`src/verilog/asp_pkg.sv`:
```
// Shared constants and types for the asynchronous serial port core.
// Assumes one clock that also serves as the serial reference clock.
`default_nettype none
package asp_pkg;
	// ---------------------------------------------------------------
	// Structure
	// ---------------------------------------------------------------
	localparam int ASP_INSTANCES = 2;
	localparam int ASP_TX_W = 8;
	localparam int ASP_RX_W = 12;
	localparam int ASP_PTR_W = 5;
	localparam int ASP_CNT_W = 6;
	localparam logic [5:0] ASP_DEPTH = 6'h20;
	localparam logic [5:0] ASP_ONE_DEEP = 6'h01;
	localparam logic [5:0] ASP_TX_LEVEL = 6'h10;
	localparam logic [5:0] ASP_RTS_LEVEL = 6'h1c;
	localparam logic [9:0] ASP_TIMEOUT_TICKS = 10'h1ff;
	// ---------------------------------------------------------------
	// Oversampling
	// ---------------------------------------------------------------
	localparam logic [3:0] ASP_OVS_LAST = 4'hf;
	localparam logic [3:0] ASP_START_MID = 4'h7;
	localparam logic [2:0] ASP_WLEN_BASE = 3'h4;
	localparam logic [1:0] ASP_WLEN_MAX = 2'h3;
	// ---------------------------------------------------------------
	// Line format control fields
	// ---------------------------------------------------------------
	localparam int LFC_BREAK = 0;
	localparam int LFC_PAR_EN = 1;
	localparam int LFC_PAR_EVEN = 2;
	localparam int LFC_TWO_STOP = 3;
	localparam int LFC_FIFO_EN = 4;
	localparam int LFC_WLEN_LO = 5;
	localparam int LFC_WLEN_HI = 6;
	localparam int LFC_STICK = 7;
	// ---------------------------------------------------------------
	// Receive word flags and interrupt positions
	// ---------------------------------------------------------------
	localparam int RXW_FRAME = 8;
	localparam int RXW_PARITY = 9;
	localparam int RXW_BREAK = 10;
	localparam int RXW_OVERRUN = 11;
	localparam int INT_RX = 0;
	localparam int INT_RXTO = 1;
	localparam int INT_TX = 2;
	localparam int INT_MODEM = 3;
	localparam int INT_ERR = 4;
	localparam int INT_W = 5;
	typedef enum logic [2:0] {TX_IDLE, TX_START, TX_DATA, TX_PARITY, TX_STOP} asp_tx_state_t;
	typedef enum logic [2:0] {RX_IDLE, RX_START, RX_DATA, RX_PARITY, RX_STOP} asp_rx_state_t;
	// Capacity of a FIFO: full depth, or one holding register.
	function automatic logic [5:0] asp_limit(input logic fifo_en);
		asp_limit = fifo_en ? ASP_DEPTH : ASP_ONE_DEEP;
	endfunction
endpackage
`default_nettype wire

```
`src/verilog/asp_top.sv`:
```
// Asynchronous serial port: two independent transceivers, their FIFOs and
// bit-rate generators. Assumes clk is the serial reference clock and the
// user logic driving the stream and control ports runs on the same clock.
`timescale 1ns/1ps
`default_nettype none

module asp_fifo
	import asp_pkg::*;
#(
	parameter int W = ASP_TX_W
)
(
	// Clock and reset
	input wire logic clk,
	input wire logic resetn,
	// Fill and drain
	input wire logic push,
	input wire logic [W-1:0] wdata,
	input wire logic pop,
	input wire logic fifo_en,
	output logic [W-1:0] rdata,
	output logic [ASP_CNT_W-1:0] count,
	output logic full,
	output logic empty
);
	logic [W-1:0] mem_reg [0:31];
	logic [ASP_PTR_W-1:0] wr_reg;
	logic [ASP_PTR_W-1:0] rd_reg;
	logic [ASP_CNT_W-1:0] cnt_reg;

	assign count = cnt_reg;
	assign empty = (cnt_reg == 6'h00);
	// With the FIFO disabled the limit drops to one entry.
	assign full = (cnt_reg >= asp_limit(fifo_en));
	assign rdata = mem_reg[rd_reg];

	always_ff @(posedge clk)
	begin
		if (push && !full)
		begin
			mem_reg[wr_reg] <= wdata;
		end
	end

	always_ff @(posedge clk)
	begin
		if (!resetn)
		begin
			wr_reg <= '0;
			rd_reg <= '0;
			cnt_reg <= '0;
		end
		else
		begin
			if (push && !full)
			begin
				wr_reg <= wr_reg + 5'h01;
			end
			if (pop && !empty)
			begin
				rd_reg <= rd_reg + 5'h01;
			end
			cnt_reg <= cnt_reg + {5'h00, push && !full} - {5'h00, pop && !empty};
		end
	end
endmodule

module asp_core
	import asp_pkg::*;
(
	// Clock and reset
	input wire logic clk,
	input wire logic resetn,
	// Configuration
	input wire logic [7:0] line_format_control,
	input wire logic [15:0] divisor_integer_part,
	input wire logic [5:0] divisor_fraction_part,
	input wire logic port_enable,
	input wire logic tx_enable,
	input wire logic rx_enable,
	input wire logic cts_flow_en,
	input wire logic rts_flow_en,
	input wire logic [INT_W-1:0] int_mask,
	input wire logic [INT_W-1:0] int_clear,
	// Serial pins
	input wire logic serial_in,
	input wire logic clear_to_send_n,
	output logic serial_out,
	output logic request_to_send_n,
	// Transmit stream
	input wire logic [7:0] tx_data,
	input wire logic tx_valid,
	output logic tx_ready,
	// Receive stream
	output logic [11:0] rx_data,
	output logic rx_valid,
	input wire logic rx_ready,
	// Status
	output logic busy,
	output logic [INT_W-1:0] int_raw,
	output logic interrupt_out,
	output logic tx_dma_req,
	output logic rx_dma_req
);

	// ---------------------------------------------------------------
	// Bit-rate generator
	// ---------------------------------------------------------------
	logic [15:0] bd_cnt_reg;
	logic [5:0] bd_acc_reg;
	logic oversample_tick;
	logic [6:0] bd_sum;
	assign bd_sum = {1'b0, bd_acc_reg} + {1'b0, divisor_fraction_part};

	// The fraction carry stretches one period by a cycle.
	always_ff @(posedge clk)
	begin
		if (!resetn)
		begin
			bd_cnt_reg <= '0;
			bd_acc_reg <= '0;
			oversample_tick <= 1'b0;
		end
		else
		begin
			oversample_tick <= 1'b0;
			if (divisor_integer_part == 16'h0000)
			begin
				bd_cnt_reg <= '0;
			end
			else if (bd_cnt_reg == 16'h0000)
			begin
				oversample_tick <= 1'b1;
				bd_acc_reg <= bd_sum[5:0];
				bd_cnt_reg <= divisor_integer_part - 16'h0001 + {15'h0000, bd_sum[6]};
			end
			else
			begin
				bd_cnt_reg <= bd_cnt_reg - 16'h0001;
			end
		end
	end

	// ---------------------------------------------------------------
	// Pin synchronisers
	// ---------------------------------------------------------------
	logic [1:0] s1_reg;
	logic [1:0] s2_reg;
	logic [1:0] s3_reg;
	logic [1:0] pin_reg;
	logic rx_line;
	logic cts_line;
	logic rx_line_q;
	logic cts_line_q;
	assign rx_line = pin_reg[0];
	assign cts_line = pin_reg[1];

	// Only one clock exists, so the pins are the sole crossings.
	always_ff @(posedge clk)
	begin
		if (!resetn)
		begin
			s1_reg <= 2'h3;
			s2_reg <= 2'h3;
			s3_reg <= 2'h3;
			pin_reg <= 2'h3;
			rx_line_q <= 1'b1;
			cts_line_q <= 1'b1;
		end
		else
		begin
			s1_reg <= {clear_to_send_n, serial_in};
			s2_reg <= s1_reg;
			s3_reg <= s2_reg;
			for (int i = 0; i < 2; i++)
			begin
				if (s2_reg[i] == s3_reg[i])
				begin
					pin_reg[i] <= s3_reg[i];
				end
			end
			rx_line_q <= rx_line;
			cts_line_q <= cts_line;
		end
	end

	// ---------------------------------------------------------------
	// Transmit path
	// ---------------------------------------------------------------
	logic fifo_en;
	logic [2:0] last_bit;
	logic tx_push;
	logic tx_take;
	logic [7:0] tx_head;
	logic [5:0] tx_count;
	logic tx_full;
	logic tx_empty;
	logic [5:0] tx_cnt_nx;
	asp_tx_state_t tx_st;
	logic [7:0] tx_sh_reg;
	logic [2:0] tx_bit_reg;
	logic [3:0] tx_tcnt_reg;
	logic tx_par_reg;
	logic tx_stop2_reg;
	logic tx_line;
	logic par_bit;

	assign fifo_en = line_format_control[LFC_FIFO_EN];
	assign last_bit = ASP_WLEN_BASE + {1'b0, line_format_control[LFC_WLEN_HI:LFC_WLEN_LO]};
	assign tx_push = tx_valid && tx_ready;
	// Flow control holds back only the next character, never one in flight.
	assign tx_take = (tx_st == TX_IDLE) && port_enable && tx_enable && !tx_empty
		&& (!cts_flow_en || !cts_line);
	assign tx_cnt_nx = tx_count + {5'h00, tx_push} - {5'h00, tx_take};
	assign par_bit = line_format_control[LFC_STICK] ? !line_format_control[LFC_PAR_EVEN]
		: (tx_par_reg ^ !line_format_control[LFC_PAR_EVEN]);

	asp_fifo #(.W(ASP_TX_W)) u_tx_fifo (
		.clk(clk),
		.resetn(resetn),
		.push(tx_push),
		.wdata(tx_data),
		.pop(tx_take),
		.fifo_en(fifo_en),
		.rdata(tx_head),
		.count(tx_count),
		.full(tx_full),
		.empty(tx_empty)
	);

	always_comb
	begin
		case (tx_st)
			TX_START: tx_line = 1'b0;
			TX_DATA: tx_line = tx_sh_reg[0];
			TX_PARITY: tx_line = par_bit;
			default: tx_line = 1'b1;
		endcase
	end

	always_ff @(posedge clk)
	begin
		if (!resetn)
		begin
			tx_st <= TX_IDLE;
			tx_sh_reg <= '0;
			tx_bit_reg <= '0;
			tx_tcnt_reg <= '0;
			tx_par_reg <= 1'b0;
			tx_stop2_reg <= 1'b0;
		end
		else if (tx_take)
		begin
			tx_st <= TX_START;
			tx_sh_reg <= tx_head;
			tx_tcnt_reg <= '0;
			tx_par_reg <= 1'b0;
			tx_stop2_reg <= 1'b0;
		end
		else if (oversample_tick && tx_st != TX_IDLE)
		begin
			tx_tcnt_reg <= tx_tcnt_reg + 4'h1;
			if (tx_tcnt_reg == ASP_OVS_LAST)
			begin
				case (tx_st)
					TX_START:
					begin
						tx_st <= TX_DATA;
						tx_bit_reg <= '0;
					end
					TX_DATA:
					begin
						tx_sh_reg <= tx_sh_reg >> 1;
						tx_par_reg <= tx_par_reg ^ tx_sh_reg[0];
						tx_bit_reg <= tx_bit_reg + 3'h1;
						if (tx_bit_reg == last_bit)
						begin
							tx_st <= line_format_control[LFC_PAR_EN] ? TX_PARITY : TX_STOP;
						end
					end
					TX_PARITY: tx_st <= TX_STOP;
					TX_STOP:
					begin
						if (line_format_control[LFC_TWO_STOP] && !tx_stop2_reg)
						begin
							tx_stop2_reg <= 1'b1;
						end
						else
						begin
							tx_st <= TX_IDLE;
						end
					end
					default: tx_st <= TX_IDLE;
				endcase
			end
		end
	end

	// ---------------------------------------------------------------
	// Receive path
	// ---------------------------------------------------------------
	asp_rx_state_t rx_st;
	logic [7:0] rx_sh_reg;
	logic [2:0] rx_bit_reg;
	logic [3:0] rx_tcnt_reg;
	logic rx_par_reg;
	logic rx_perr_reg;
	logic rx_zero_reg;
	logic overrun_reg;
	logic rx_done;
	logic rx_push;
	logic rx_pop;
	logic [11:0] rx_wdata;
	logic [11:0] rx_head;
	logic [5:0] rx_count;
	logic rx_full;
	logic rx_empty;
	logic [1:0] rx_shift;

	assign rx_done = (rx_st == RX_STOP) && oversample_tick && (rx_tcnt_reg == ASP_OVS_LAST);
	assign rx_push = rx_done && !rx_full;
	assign rx_shift = ASP_WLEN_MAX - line_format_control[LFC_WLEN_HI:LFC_WLEN_LO];
	assign rx_wdata = {overrun_reg, rx_zero_reg && !rx_line, rx_perr_reg, !rx_line,
		rx_sh_reg >> rx_shift};

	asp_fifo #(.W(ASP_RX_W)) u_rx_fifo (
		.clk(clk),
		.resetn(resetn),
		.push(rx_push),
		.wdata(rx_wdata),
		.pop(rx_pop),
		.fifo_en(fifo_en),
		.rdata(rx_head),
		.count(rx_count),
		.full(rx_full),
		.empty(rx_empty)
	);

	always_ff @(posedge clk)
	begin
		if (!resetn)
		begin
			rx_st <= RX_IDLE;
			rx_sh_reg <= '0;
			rx_bit_reg <= '0;
			rx_tcnt_reg <= '0;
			rx_par_reg <= 1'b0;
			rx_perr_reg <= 1'b0;
			rx_zero_reg <= 1'b1;
		end
		else if (rx_st == RX_IDLE)
		begin
			if (port_enable && rx_enable && rx_line_q && !rx_line)
			begin
				rx_st <= RX_START;
				rx_tcnt_reg <= '0;
				rx_par_reg <= 1'b0;
				rx_perr_reg <= 1'b0;
				rx_zero_reg <= 1'b1;
			end
		end
		else if (oversample_tick)
		begin
			rx_tcnt_reg <= rx_tcnt_reg + 4'h1;
			if (rx_st == RX_START && rx_tcnt_reg == ASP_START_MID)
			begin
				rx_tcnt_reg <= '0;
				rx_bit_reg <= '0;
				rx_st <= rx_line ? RX_IDLE : RX_DATA;
			end
			else if (rx_tcnt_reg == ASP_OVS_LAST)
			begin
				rx_zero_reg <= rx_zero_reg && !rx_line;
				case (rx_st)
					RX_DATA:
					begin
						rx_sh_reg <= {rx_line, rx_sh_reg[7:1]};
						rx_par_reg <= rx_par_reg ^ rx_line;
						rx_bit_reg <= rx_bit_reg + 3'h1;
						if (rx_bit_reg == last_bit)
						begin
							rx_st <= line_format_control[LFC_PAR_EN] ? RX_PARITY : RX_STOP;
						end
					end
					RX_PARITY:
					begin
						rx_perr_reg <= line_format_control[LFC_STICK]
							? (rx_line ^ !line_format_control[LFC_PAR_EVEN])
							: (rx_par_reg ^ rx_line ^ !line_format_control[LFC_PAR_EVEN]);
						rx_st <= RX_STOP;
					end
					default: rx_st <= RX_IDLE;
				endcase
			end
		end
	end

	// A character lost to a full FIFO raises the flag at once; the flag
	// rides along with the next stored character and is then cleared.
	always_ff @(posedge clk)
	begin
		if (!resetn)
		begin
			overrun_reg <= 1'b0;
		end
		else if (rx_done && rx_full)
		begin
			overrun_reg <= 1'b1;
		end
		else if (rx_push)
		begin
			overrun_reg <= 1'b0;
		end
	end

	// ---------------------------------------------------------------
	// Two-entry output buffer
	// ---------------------------------------------------------------
	logic [11:0] slot1_reg;
	logic slot1_valid_reg;
	logic rx_out_fire;
	assign rx_pop = !rx_empty && !slot1_valid_reg;
	assign rx_out_fire = rx_valid && rx_ready;

	always_ff @(posedge clk)
	begin
		if (!resetn)
		begin
			rx_data <= '0;
			rx_valid <= 1'b0;
			slot1_reg <= '0;
			slot1_valid_reg <= 1'b0;
		end
		else if (rx_out_fire || !rx_valid)
		begin
			rx_valid <= slot1_valid_reg || rx_pop;
			rx_data <= slot1_valid_reg ? slot1_reg : rx_head;
			slot1_valid_reg <= 1'b0;
		end
		else if (rx_pop)
		begin
			slot1_reg <= rx_head;
			slot1_valid_reg <= 1'b1;
		end
	end

	// ---------------------------------------------------------------
	// Interrupts, flow control, DMA and status
	// ---------------------------------------------------------------
	logic [9:0] to_cnt_reg;
	logic to_flag_reg;
	logic modem_flag_reg;
	logic err_flag_reg;
	logic rx_held;
	logic [INT_W-1:0] raw_next;
	assign rx_held = !rx_empty || rx_valid;

	// Flags set by hardware win over a clear in the same cycle.
	always_ff @(posedge clk)
	begin
		if (!resetn)
		begin
			to_cnt_reg <= '0;
			to_flag_reg <= 1'b0;
			modem_flag_reg <= 1'b0;
			err_flag_reg <= 1'b0;
		end
		else
		begin
			if (!rx_held || rx_out_fire || rx_push || rx_st != RX_IDLE)
			begin
				to_cnt_reg <= '0;
			end
			else if (oversample_tick && to_cnt_reg != ASP_TIMEOUT_TICKS)
			begin
				to_cnt_reg <= to_cnt_reg + 10'h001;
			end
			to_flag_reg <= (oversample_tick && to_cnt_reg == ASP_TIMEOUT_TICKS - 10'h001)
				|| (to_flag_reg && !int_clear[INT_RXTO] && !rx_out_fire);
			modem_flag_reg <= (cts_line != cts_line_q)
				|| (modem_flag_reg && !int_clear[INT_MODEM]);
			err_flag_reg <= (rx_done && (rx_full || rx_wdata[RXW_FRAME] || rx_wdata[RXW_PARITY]
				|| rx_wdata[RXW_BREAK])) || (err_flag_reg && !int_clear[INT_ERR]);
		end
	end

	always_comb
	begin
		raw_next = '0;
		raw_next[INT_RX] = rx_held;
		raw_next[INT_RXTO] = to_flag_reg;
		raw_next[INT_TX] = tx_count <= (fifo_en ? ASP_TX_LEVEL : 6'h00);
		raw_next[INT_MODEM] = modem_flag_reg;
		raw_next[INT_ERR] = err_flag_reg;
	end

	// Modem-control and infrared modes are absent: request-to-send only
	// follows receive space, and the line is always plain NRZ.
	always_ff @(posedge clk)
	begin
		if (!resetn)
		begin
			serial_out <= 1'b1;
			request_to_send_n <= 1'b1;
			tx_ready <= 1'b0;
			busy <= 1'b0;
			int_raw <= '0;
			interrupt_out <= 1'b0;
			tx_dma_req <= 1'b0;
			rx_dma_req <= 1'b0;
		end
		else
		begin
			serial_out <= line_format_control[LFC_BREAK] ? 1'b0 : tx_line;
			request_to_send_n <= rts_flow_en && (rx_count >= ASP_RTS_LEVEL);
			tx_ready <= tx_cnt_nx < asp_limit(fifo_en);
			busy <= !tx_empty || tx_st != TX_IDLE;
			int_raw <= raw_next;
			interrupt_out <= |(raw_next & int_mask);
			tx_dma_req <= tx_cnt_nx < asp_limit(fifo_en);
			rx_dma_req <= !rx_empty;
		end
	end
endmodule

module asp_top
	import asp_pkg::*;
(
	// Clock and reset
	input wire logic clk,
	input wire logic resetn,
	// Configuration, one entry per instance
	input wire logic [1:0][7:0] line_format_control,
	input wire logic [1:0][15:0] divisor_integer_part,
	input wire logic [1:0][5:0] divisor_fraction_part,
	input wire logic [1:0] port_enable,
	input wire logic [1:0] tx_enable,
	input wire logic [1:0] rx_enable,
	input wire logic [1:0] cts_flow_en,
	input wire logic [1:0] rts_flow_en,
	input wire logic [1:0][INT_W-1:0] int_mask,
	input wire logic [1:0][INT_W-1:0] int_clear,
	// Serial pins
	input wire logic [1:0] serial_in,
	input wire logic [1:0] clear_to_send_n,
	output logic [1:0] serial_out,
	output logic [1:0] request_to_send_n,
	// Transmit streams
	input wire logic [1:0][7:0] tx_data,
	input wire logic [1:0] tx_valid,
	output logic [1:0] tx_ready,
	// Receive streams
	output logic [1:0][11:0] rx_data,
	output logic [1:0] rx_valid,
	input wire logic [1:0] rx_ready,
	// Status
	output logic [1:0] busy,
	output logic [1:0][INT_W-1:0] int_raw,
	output logic [1:0] interrupt_out,
	output logic [1:0] tx_dma_req,
	output logic [1:0] rx_dma_req
);
	for (genvar g = 0; g < ASP_INSTANCES; g++)
	begin : g_port
		asp_core u_core (
			.clk(clk),
			.resetn(resetn),
			.line_format_control(line_format_control[g]),
			.divisor_integer_part(divisor_integer_part[g]),
			.divisor_fraction_part(divisor_fraction_part[g]),
			.port_enable(port_enable[g]),
			.tx_enable(tx_enable[g]),
			.rx_enable(rx_enable[g]),
			.cts_flow_en(cts_flow_en[g]),
			.rts_flow_en(rts_flow_en[g]),
			.int_mask(int_mask[g]),
			.int_clear(int_clear[g]),
			.serial_in(serial_in[g]),
			.clear_to_send_n(clear_to_send_n[g]),
			.serial_out(serial_out[g]),
			.request_to_send_n(request_to_send_n[g]),
			.tx_data(tx_data[g]),
			.tx_valid(tx_valid[g]),
			.tx_ready(tx_ready[g]),
			.rx_data(rx_data[g]),
			.rx_valid(rx_valid[g]),
			.rx_ready(rx_ready[g]),
			.busy(busy[g]),
			.int_raw(int_raw[g]),
			.interrupt_out(interrupt_out[g]),
			.tx_dma_req(tx_dma_req[g]),
			.rx_dma_req(rx_dma_req[g])
		);
	end
endmodule
`default_nettype wire
```
`config.mk`:
```
export PLATFORM = sky130hd
export DESIGN_NAME = asp_top
export DESIGN_NICKNAME = d
export VERILOG_FILES = /design/src/verilog/asp_pkg.sv /design/src/verilog/asp_top.sv
export SDC_FILE = /design/constraint.sdc
export NUM_CORES = 2
export LEC_CHECK = 0
export BUFFER_PORTS_ARGS = -buffer_cell sky130_fd_sc_hd__buf_2
export CORE_ASPECT_RATIO = 1.2
export CORE_MARGIN = 4
export CORE_UTILIZATION = 33
export CTS_CLUSTER_DIAMETER = 150
export CTS_CLUSTER_SIZE = 14
export DETAILED_ROUTE_END_ITERATION = 12
export PLACE_DENSITY = 0.52
export SLEW_MARGIN = 0
export SYNTH_ARGS = -nofsm -noshare
export SYNTH_HDL_FRONTEND = slang
export SYNTH_SLANG_ARGS = --single-unit
```
`constraint.sdc`:
```
create_clock -name clk -period 4.05 [get_ports clk]
set_input_delay 0 -clock clk [delete_from_list [all_inputs] [get_ports clk]]
set_output_delay 0 -clock clk [all_outputs]
set_load 0.005 [all_outputs]
```
# Word-level counts from Yosys, hierarchy flattened
# Memory sizes are Yosys's and may differ from the RTL's. A register that Yosys moved wholly into a read port is not among the register bits.
# Cells that the tools add are included.
[totals]
regBits = 314
mem_bits_rw = 1280
inputBits = 116
out_inout_bits = 50
elab_cells = 547
memories = 4
[op_classes]
n_addsub = 42
order_cmp = 10
n_eq_ne = 50
shift = 2
n_mux = 124
n_bitwise = 23
reduce_logical = 200
[memory_table]
columns = ["name", "depth", "word_bits", "rd", "rd_clocked_by_memory_dff", "wr", "line", "source"]
rows = [
  ["g_port[0].u_core.u_rx_fifo.mem_reg", 32, 12, 1, 1, 1, "asp_top.sv:26", "logic [W-1:0] mem_reg [0:31];"],
  ["g_port[1].u_core.u_rx_fifo.mem_reg", 32, 12, 1, 1, 1, "asp_top.sv:26", ""],
  ["g_port[0].u_core.u_tx_fifo.mem_reg", 32, 8, 1, 1, 1, "asp_top.sv:26", ""],
  ["g_port[1].u_core.u_tx_fifo.mem_reg", 32, 8, 1, 1, 1, "asp_top.sv:26", ""],
]
[op_table]
columns = ["op", "count"]
rows = [
  ["$mux 3", 24],
  ["$logic_not 16->1", 4],
  ["$mux 8", 8],
  ["$sub 16x1->16 const B", 4],
  ["$logic_and 1x1->1", 60],
  ["$mux 1", 58],
  ["$reduce_and 4->1", 14],
  ["$mux 5", 10],
  ["$reduce_bool 2->1", 22],
  ["$add 5x1->5 const B", 8],
  ["$add 6x1->6", 6],
  ["$sub 6x1->6", 6],
  ["$add 16x1->16", 2],
  ["$logic_not 1->1", 32],
  ["$mux 16", 2],
  ["$mux 4", 8],
  ["$reduce_and 5->1", 6],
  ["$logic_or 1x1->1", 28],
  ["$eq 3x2->1 const B", 8],
  ["$ge 6x6->1", 4],
  ["$logic_not 6->1", 4],
  ["$mux 12", 2],
  ["$pmux 3 s2", 4],
  ["$pmux 3 s4", 2],
  ["other kinds (36)", 125],
]

# Logic depth before layout (Yosys ltp)
[logic_depth]
depth_word = 8
ltp_mapped = 18
depth_no_buf = 17

# Cells and area by module
# Synthesis repeated with hierarchy kept, for this count alone.
[hier_totals]
hier_cells = 4463
area_unflattened_um2 = 67130.6
[modules_own_cells]
columns = ["module", "instances", "cells_each", "area_each_um2", "seq_area_each_um2"]
rows = [
  ["asp_fifo (g_port[1].u_core.u_rx_fifo)", 1, 855, 15980.3, 11951.5],
  ["asp_fifo (g_port[0].u_core.u_rx_fifo)", 1, 857, 15931.5, 11951.5],
  ["asp_fifo (g_port[1].u_core.u_tx_fifo)", 1, 632, 11113.2, 8107.8],
  ["asp_fifo (g_port[0].u_core.u_tx_fifo)", 1, 630, 11111.9, 8107.8],
  ["asp_core (g_port[0].u_core)", 1, 759, 6515.0, 2502.4],
  ["asp_core (g_port[1].u_core)", 1, 730, 6478.7, 2502.4],
]

# Worst setup path before layout
# OpenSTA, ideal clock, no wires.
[synth_timing]
path_type = "reg2reg"
start = "register g_port[0].u_core.u_tx_fifo.cnt_reg[2]"
end = "register g_port[0].u_core.tx_ready"
setup_time_ps = 86
arrival_ps = 3037
path_slack_ps = 928
stages_incl_launch_ff = 17
synth_period_minus_slack_ps = 3122
cell_sequence = "dfxtp_1 -> inv_1 -> ha_1 -> nor4bb_1 -> a2111o_1 -> buf_2 -> inv_1 -> ha_1 -> inv_1 -> ha_1 -> a21o_1 -> a21oi_1 -> o21bai_1 -> a21oi_1 -> xor2_1 -> ha_1 -> a211oi_1"
[synth_between]
elab_chain_cells = 6
word_cells_on_any_way = 7
classes_between = "add/sub: 2; order compare: 1; reduce/logical: 4"
[synth_lines]
columns = ["item", "line", "source"]
rows = [
  ["from (decl)", "asp_top.sv:29", "logic [ASP_CNT_W-1:0] cnt_reg;"],
  ["from (signal assigned)", "asp_top.sv:63", "cnt_reg <= cnt_reg + {5'h00, push && !full} - {5'h00, pop && !empty};"],
  ["branches (longest 4 deep; another with $add 6x1->6)", "n/a", ""],
  ["$sub 6x1->6 (*)", "asp_top.sv:214", "assign tx_cnt_nx = tx_count + {5'h00, tx_push} - {5'h00, tx_take};"],
  ["$lt 6x6->1 (*)", "asp_top.sv:516", "tx_ready <= tx_cnt_nx < asp_limit(fifo_en);"],
  ["to (signal assigned)", "asp_top.sv:516", ""],
  ["to (decl)", "asp_top.sv:93", "output logic tx_ready,"],
]
# Mark *: on every way between the ends.
# A chain may end at the register's enable or synchronous reset.

# Worst setup path after layout
[layout_timing]
start = "register g_port[1].u_core.bd_acc_reg[0]"
end = "register g_port[1].u_core.bd_cnt_reg[15]"
[layout_between]
elab_chain_cells = 3
[layout_lines]
columns = ["item", "line", "source"]
rows = [
  ["from (decl)", "asp_top.sv:110", "logic [5:0] bd_acc_reg;"],
  ["from (signal assigned)", "asp_top.sv:134", "bd_acc_reg <= bd_sum[5:0];"],
  ["$add 6x6->7", "asp_top.sv:113", "assign bd_sum = {1'b0, bd_acc_reg} + {1'b0, divisor_fraction_part};"],
  ["$add 16x1->16", "asp_top.sv:135", "bd_cnt_reg <= divisor_integer_part - 16'h0001 + {15'h0000, bd_sum[6]};"],
  ["$mux 16", "asp_top.sv:131", "else if (bd_cnt_reg == 16'h0000)"],
  ["to (signal assigned)", "asp_top.sv:135", ""],
  ["to (signal assigned)", "asp_top.sv:139", "bd_cnt_reg <= bd_cnt_reg - 16'h0001;"],
  ["to (decl)", "asp_top.sv:109", "logic [15:0] bd_cnt_reg;"],
]
# No other way between the ends.

==> results.cfg <==
[status]
outcome = finished, final reports clean

[global_routing]
globalRouteOverflowTotal = 0
grt_max_degree = 90
track_usage_pct = 15.05
grt_pass1_vias = 38440
antenna_found_initial = 13
grt_pass1_wl_um = 240200

[drt]
drc_errors = 0
dr.pass1.iters = 5
num_vias = 37706
drtAntennaViolNets = 0
viasPerCell = 4.935
wl_um = 159200
drtIter0Drc = 2629
wl_per_cell_um = 20.84

[synth]
synth_edf_count = 1280
synthDistinctLibCells = 87
synthMuxAreaShare_pct = 11.66
async_flop_share_pct = 0
synthFlopType = edfxtp_1
yosys.area_share.simple_pct = 7.416
ys_warn_count = 0
syn_area_sq_um = 66330
synth_top_family_by_area = multiplexers
yosys-top-cells-area = edfxtp_1 (58%), dfxtp_1 (10%), mux2i_1 (7.1%)
syn_inst = 4507
yosysSeqAreaShare_pct = 68.02
syn_area_per_cell_sq_um = 14.72
synth_xor_area_share_pct = 1.967
yosysTopAreaCell = edfxtp_1
synthAdderAreaFrac_pct = 2.279
synth_top_area_share_pct = 57.94
syn_nets = 4739
synth-compound-area-share_pct = 6.328
synth_seq_cells = 1614

[layout]
area_growth_syn_to_layout_pct = 15.54
fin_util_pct = 38.28
final_nets = 5130
largest_register_ffs = 768
fill_cells = 18662
fin_area_sq_um = 76650
final_cells = 7641
drive_above_1_share_pct = 14.18

[clock_tree]
clk_latency_ps = 780
cts_buffer_depth = 3
cts-root-buf = clkbuf_16
cts_tree = yes
cts-htree-levels = 4
cts_buffers = 133
cts.reportedPaths.clkPinSlew_ps = 70
cts.sinks = 1614

[sta]
max_freq_mhz = 262.1
rsz0062_at_grt = yes
relSlewSlack_pct = 17.99
worst_slew_pin_slew_ps = 1229
period_needed_ps = 3815
skew_ps = 20.46
postLayoutSetupSlackWorst_ps = 235.0
fin_setup_tns_ps = 0
whs_ps = 68.12
maxSlewViolCount = 0
finalHoldViolCount = 0
layout_worst_path_cycle_share_pct = 94.20
setup_violations = 0

[worst_setup_path]
cp.arrival_ps = 4490
worstPathCellList = ha_1 > inv_1 > fa_2 > inv_1 > a21oi_1 > o21bai_1 > a21o_1 > a21oi_2 > ha_2 > nor2b_2 > and3_4 > nand2_1 > xnor2_1 > dlygate4sd3_1 > a221oi_1 > nor2_1 > dlygate4sd3_1
crit_fanout = 4
endpoint_kind = flip-flop
critPathMaxStageDelay_ps = 560
path_class = reg -> reg
cp.required_ps = 4730
slowest_stage = dlygate4sd3_1
critPathLaunchType = flip-flop

[placement]
io_buffers = 161
place_area_sq_um = 70930
dp_hpwl_um = 101300
placed_cells = 7233
place_congestion = 0.7727
dpl_worst_slack_ps = 603.3

[pwr]
finalPower_mw = 38.66
power.density_nw_per_um2 = 504.4
ir_worst_vdd_uv = 440.4
p_leak_nw = 25.50

[floorplan]
coreArea_sq_um = 200200
dieArea_sq_um = 208300
die_h_um = 499.1
die_w_um = 417.3
std_cell_rows = 180
start_util_pct = 33.13
ios = 166

[run]
cap_violations = 0

[hold_path]
worstHoldPathType = in -> reg
-- worst paths after layout --
kind,slack (ps),endpoint,cells after the start,startpoint
worst max-delay path,240,g_port[1].u_core.bd_cnt_reg[15],17,g_port[1].u_core.bd_acc_reg[0]
worst min-delay path,70,g_port[0].u_core.u_rx_fifo.mem_reg[13][5],4,line_format_control[5]
worst max register to register,240,g_port[1].u_core.bd_cnt_reg[15],17,g_port[1].u_core.bd_acc_reg[0]
worst min register to register,410,g_port[1].u_core.s2_reg[0],1,g_port[1].u_core.s1_reg[0]
-- layout by cell type (no fill, tap or decap), drive strengths merged, types with 14 or more instances in the layout --
cell and count:
edfxtp 1280, nor2 377, nand3b 18, xor2 69, dfxtp 334, o21ai 90, xnor2 80, a21oi 115
mux4 120, or3 24, nor4 14, nor2b 36, mux2 31, inv 121, a211oi 32, o211ai 36
a22oi 203, o22ai 61, dlygate4sd3 169, buf 327, nand3 77, nand4 54, mux2i 468, nor3 52
ha 108, and2 18, clkbuf 220, nand2 259, nand2b 37
-- layout make-up --
class,instances,area [sq um],share of cell area (%)
multi-input combinational,2540,19890,25.95
clock buffer,220,3825,4.990
tap,2639,3302,4.308
sequential,1614,45140,58.90
antenna,10,25.02,0.03265
inverter,113,429.2,0.5599
clock inverter,9,108.9,0.1420
timing repair buffer,496,3921,5.116
-- routing by layer --
layer  global-route usage (%)  routed length, um  vias to the layer above
met3                    2.406               5702                      206
met4                    4.760               4502                        6
met5                        0                 43                        -
met2                    26.49              81280                      633
li1                         -                  -                    17910
met1                    18.94              67700                    18951
-- report_power, final --
part | leakage [nW] | internal (mW) | total [mW] | switching [mW]
Clock | 1.89 | 6.48 | 12.4 | 5.93
Combinational | 8.73 | 3.20 | 7.46 | 4.26
Sequential | 14.9 | 18.3 | 18.8 | 0.517
Total | 25.5 | 28.0 | 38.7 | 10.7
-- synthesized netlist by cell type (8+ instances only) --
master       n
edfxtp_1  1280
mux2i_1    468
nor2_1     375
dfxtp_1    334
nand2_1    258
a22oi_1    203
clkbuf_1   126
mux4_2     120
a21oi_1    114
inv_1      112
ha_1       108
o21ai_0     88
xnor2_1     80
nand3_1     77
xor2_1      69
buf_2       62
o22ai_1     61
nand4_1     53
nor3_1      49
nand2b_1    37
nor2b_1     36
o211ai_1    36
mux2_2      31
a211oi_1    29
buf_1       23
buf_4       23
or3_1       23
nand3b_1    18
and2_1      17
and3_1      13
a21o_1      12
a31oi_1     11
nor4_1      11
o21bai_1    11
or2_2        9
fa_1         8
or4_1        8
-- critical path: cells and delay by family, from the launching register on --
kind	cells	cell delay, ps
buffers and inverters	4	1230
AO/OA/AOI/OAI	5	870
adder cells (fa/ha/maj)	3	630
AND/OR/NAND/NOR	4	530
flip-flops	1	320
XOR/XNOR	1	130
-- cell families (layout without fill, tap and decap cells) --
logic type,after synthesis,count (layout)
xor+xnor,149,149
simple gates,1031,1031
buf+inv,353,838
fa+ha+maj,116,116
mux,619,619
compound gates,625,625
flops,1614,1614
other cells,0,10
-- repair_timing --
action	4_1_cts	5_1_grt
hold endpoints to repair	680	0
setup endpoints to repair	0	7
hold buffers	169	0
setup buffers	0	0
resized for setup	0	15
No activity file was read; power rests on OpenSTA's default activity.
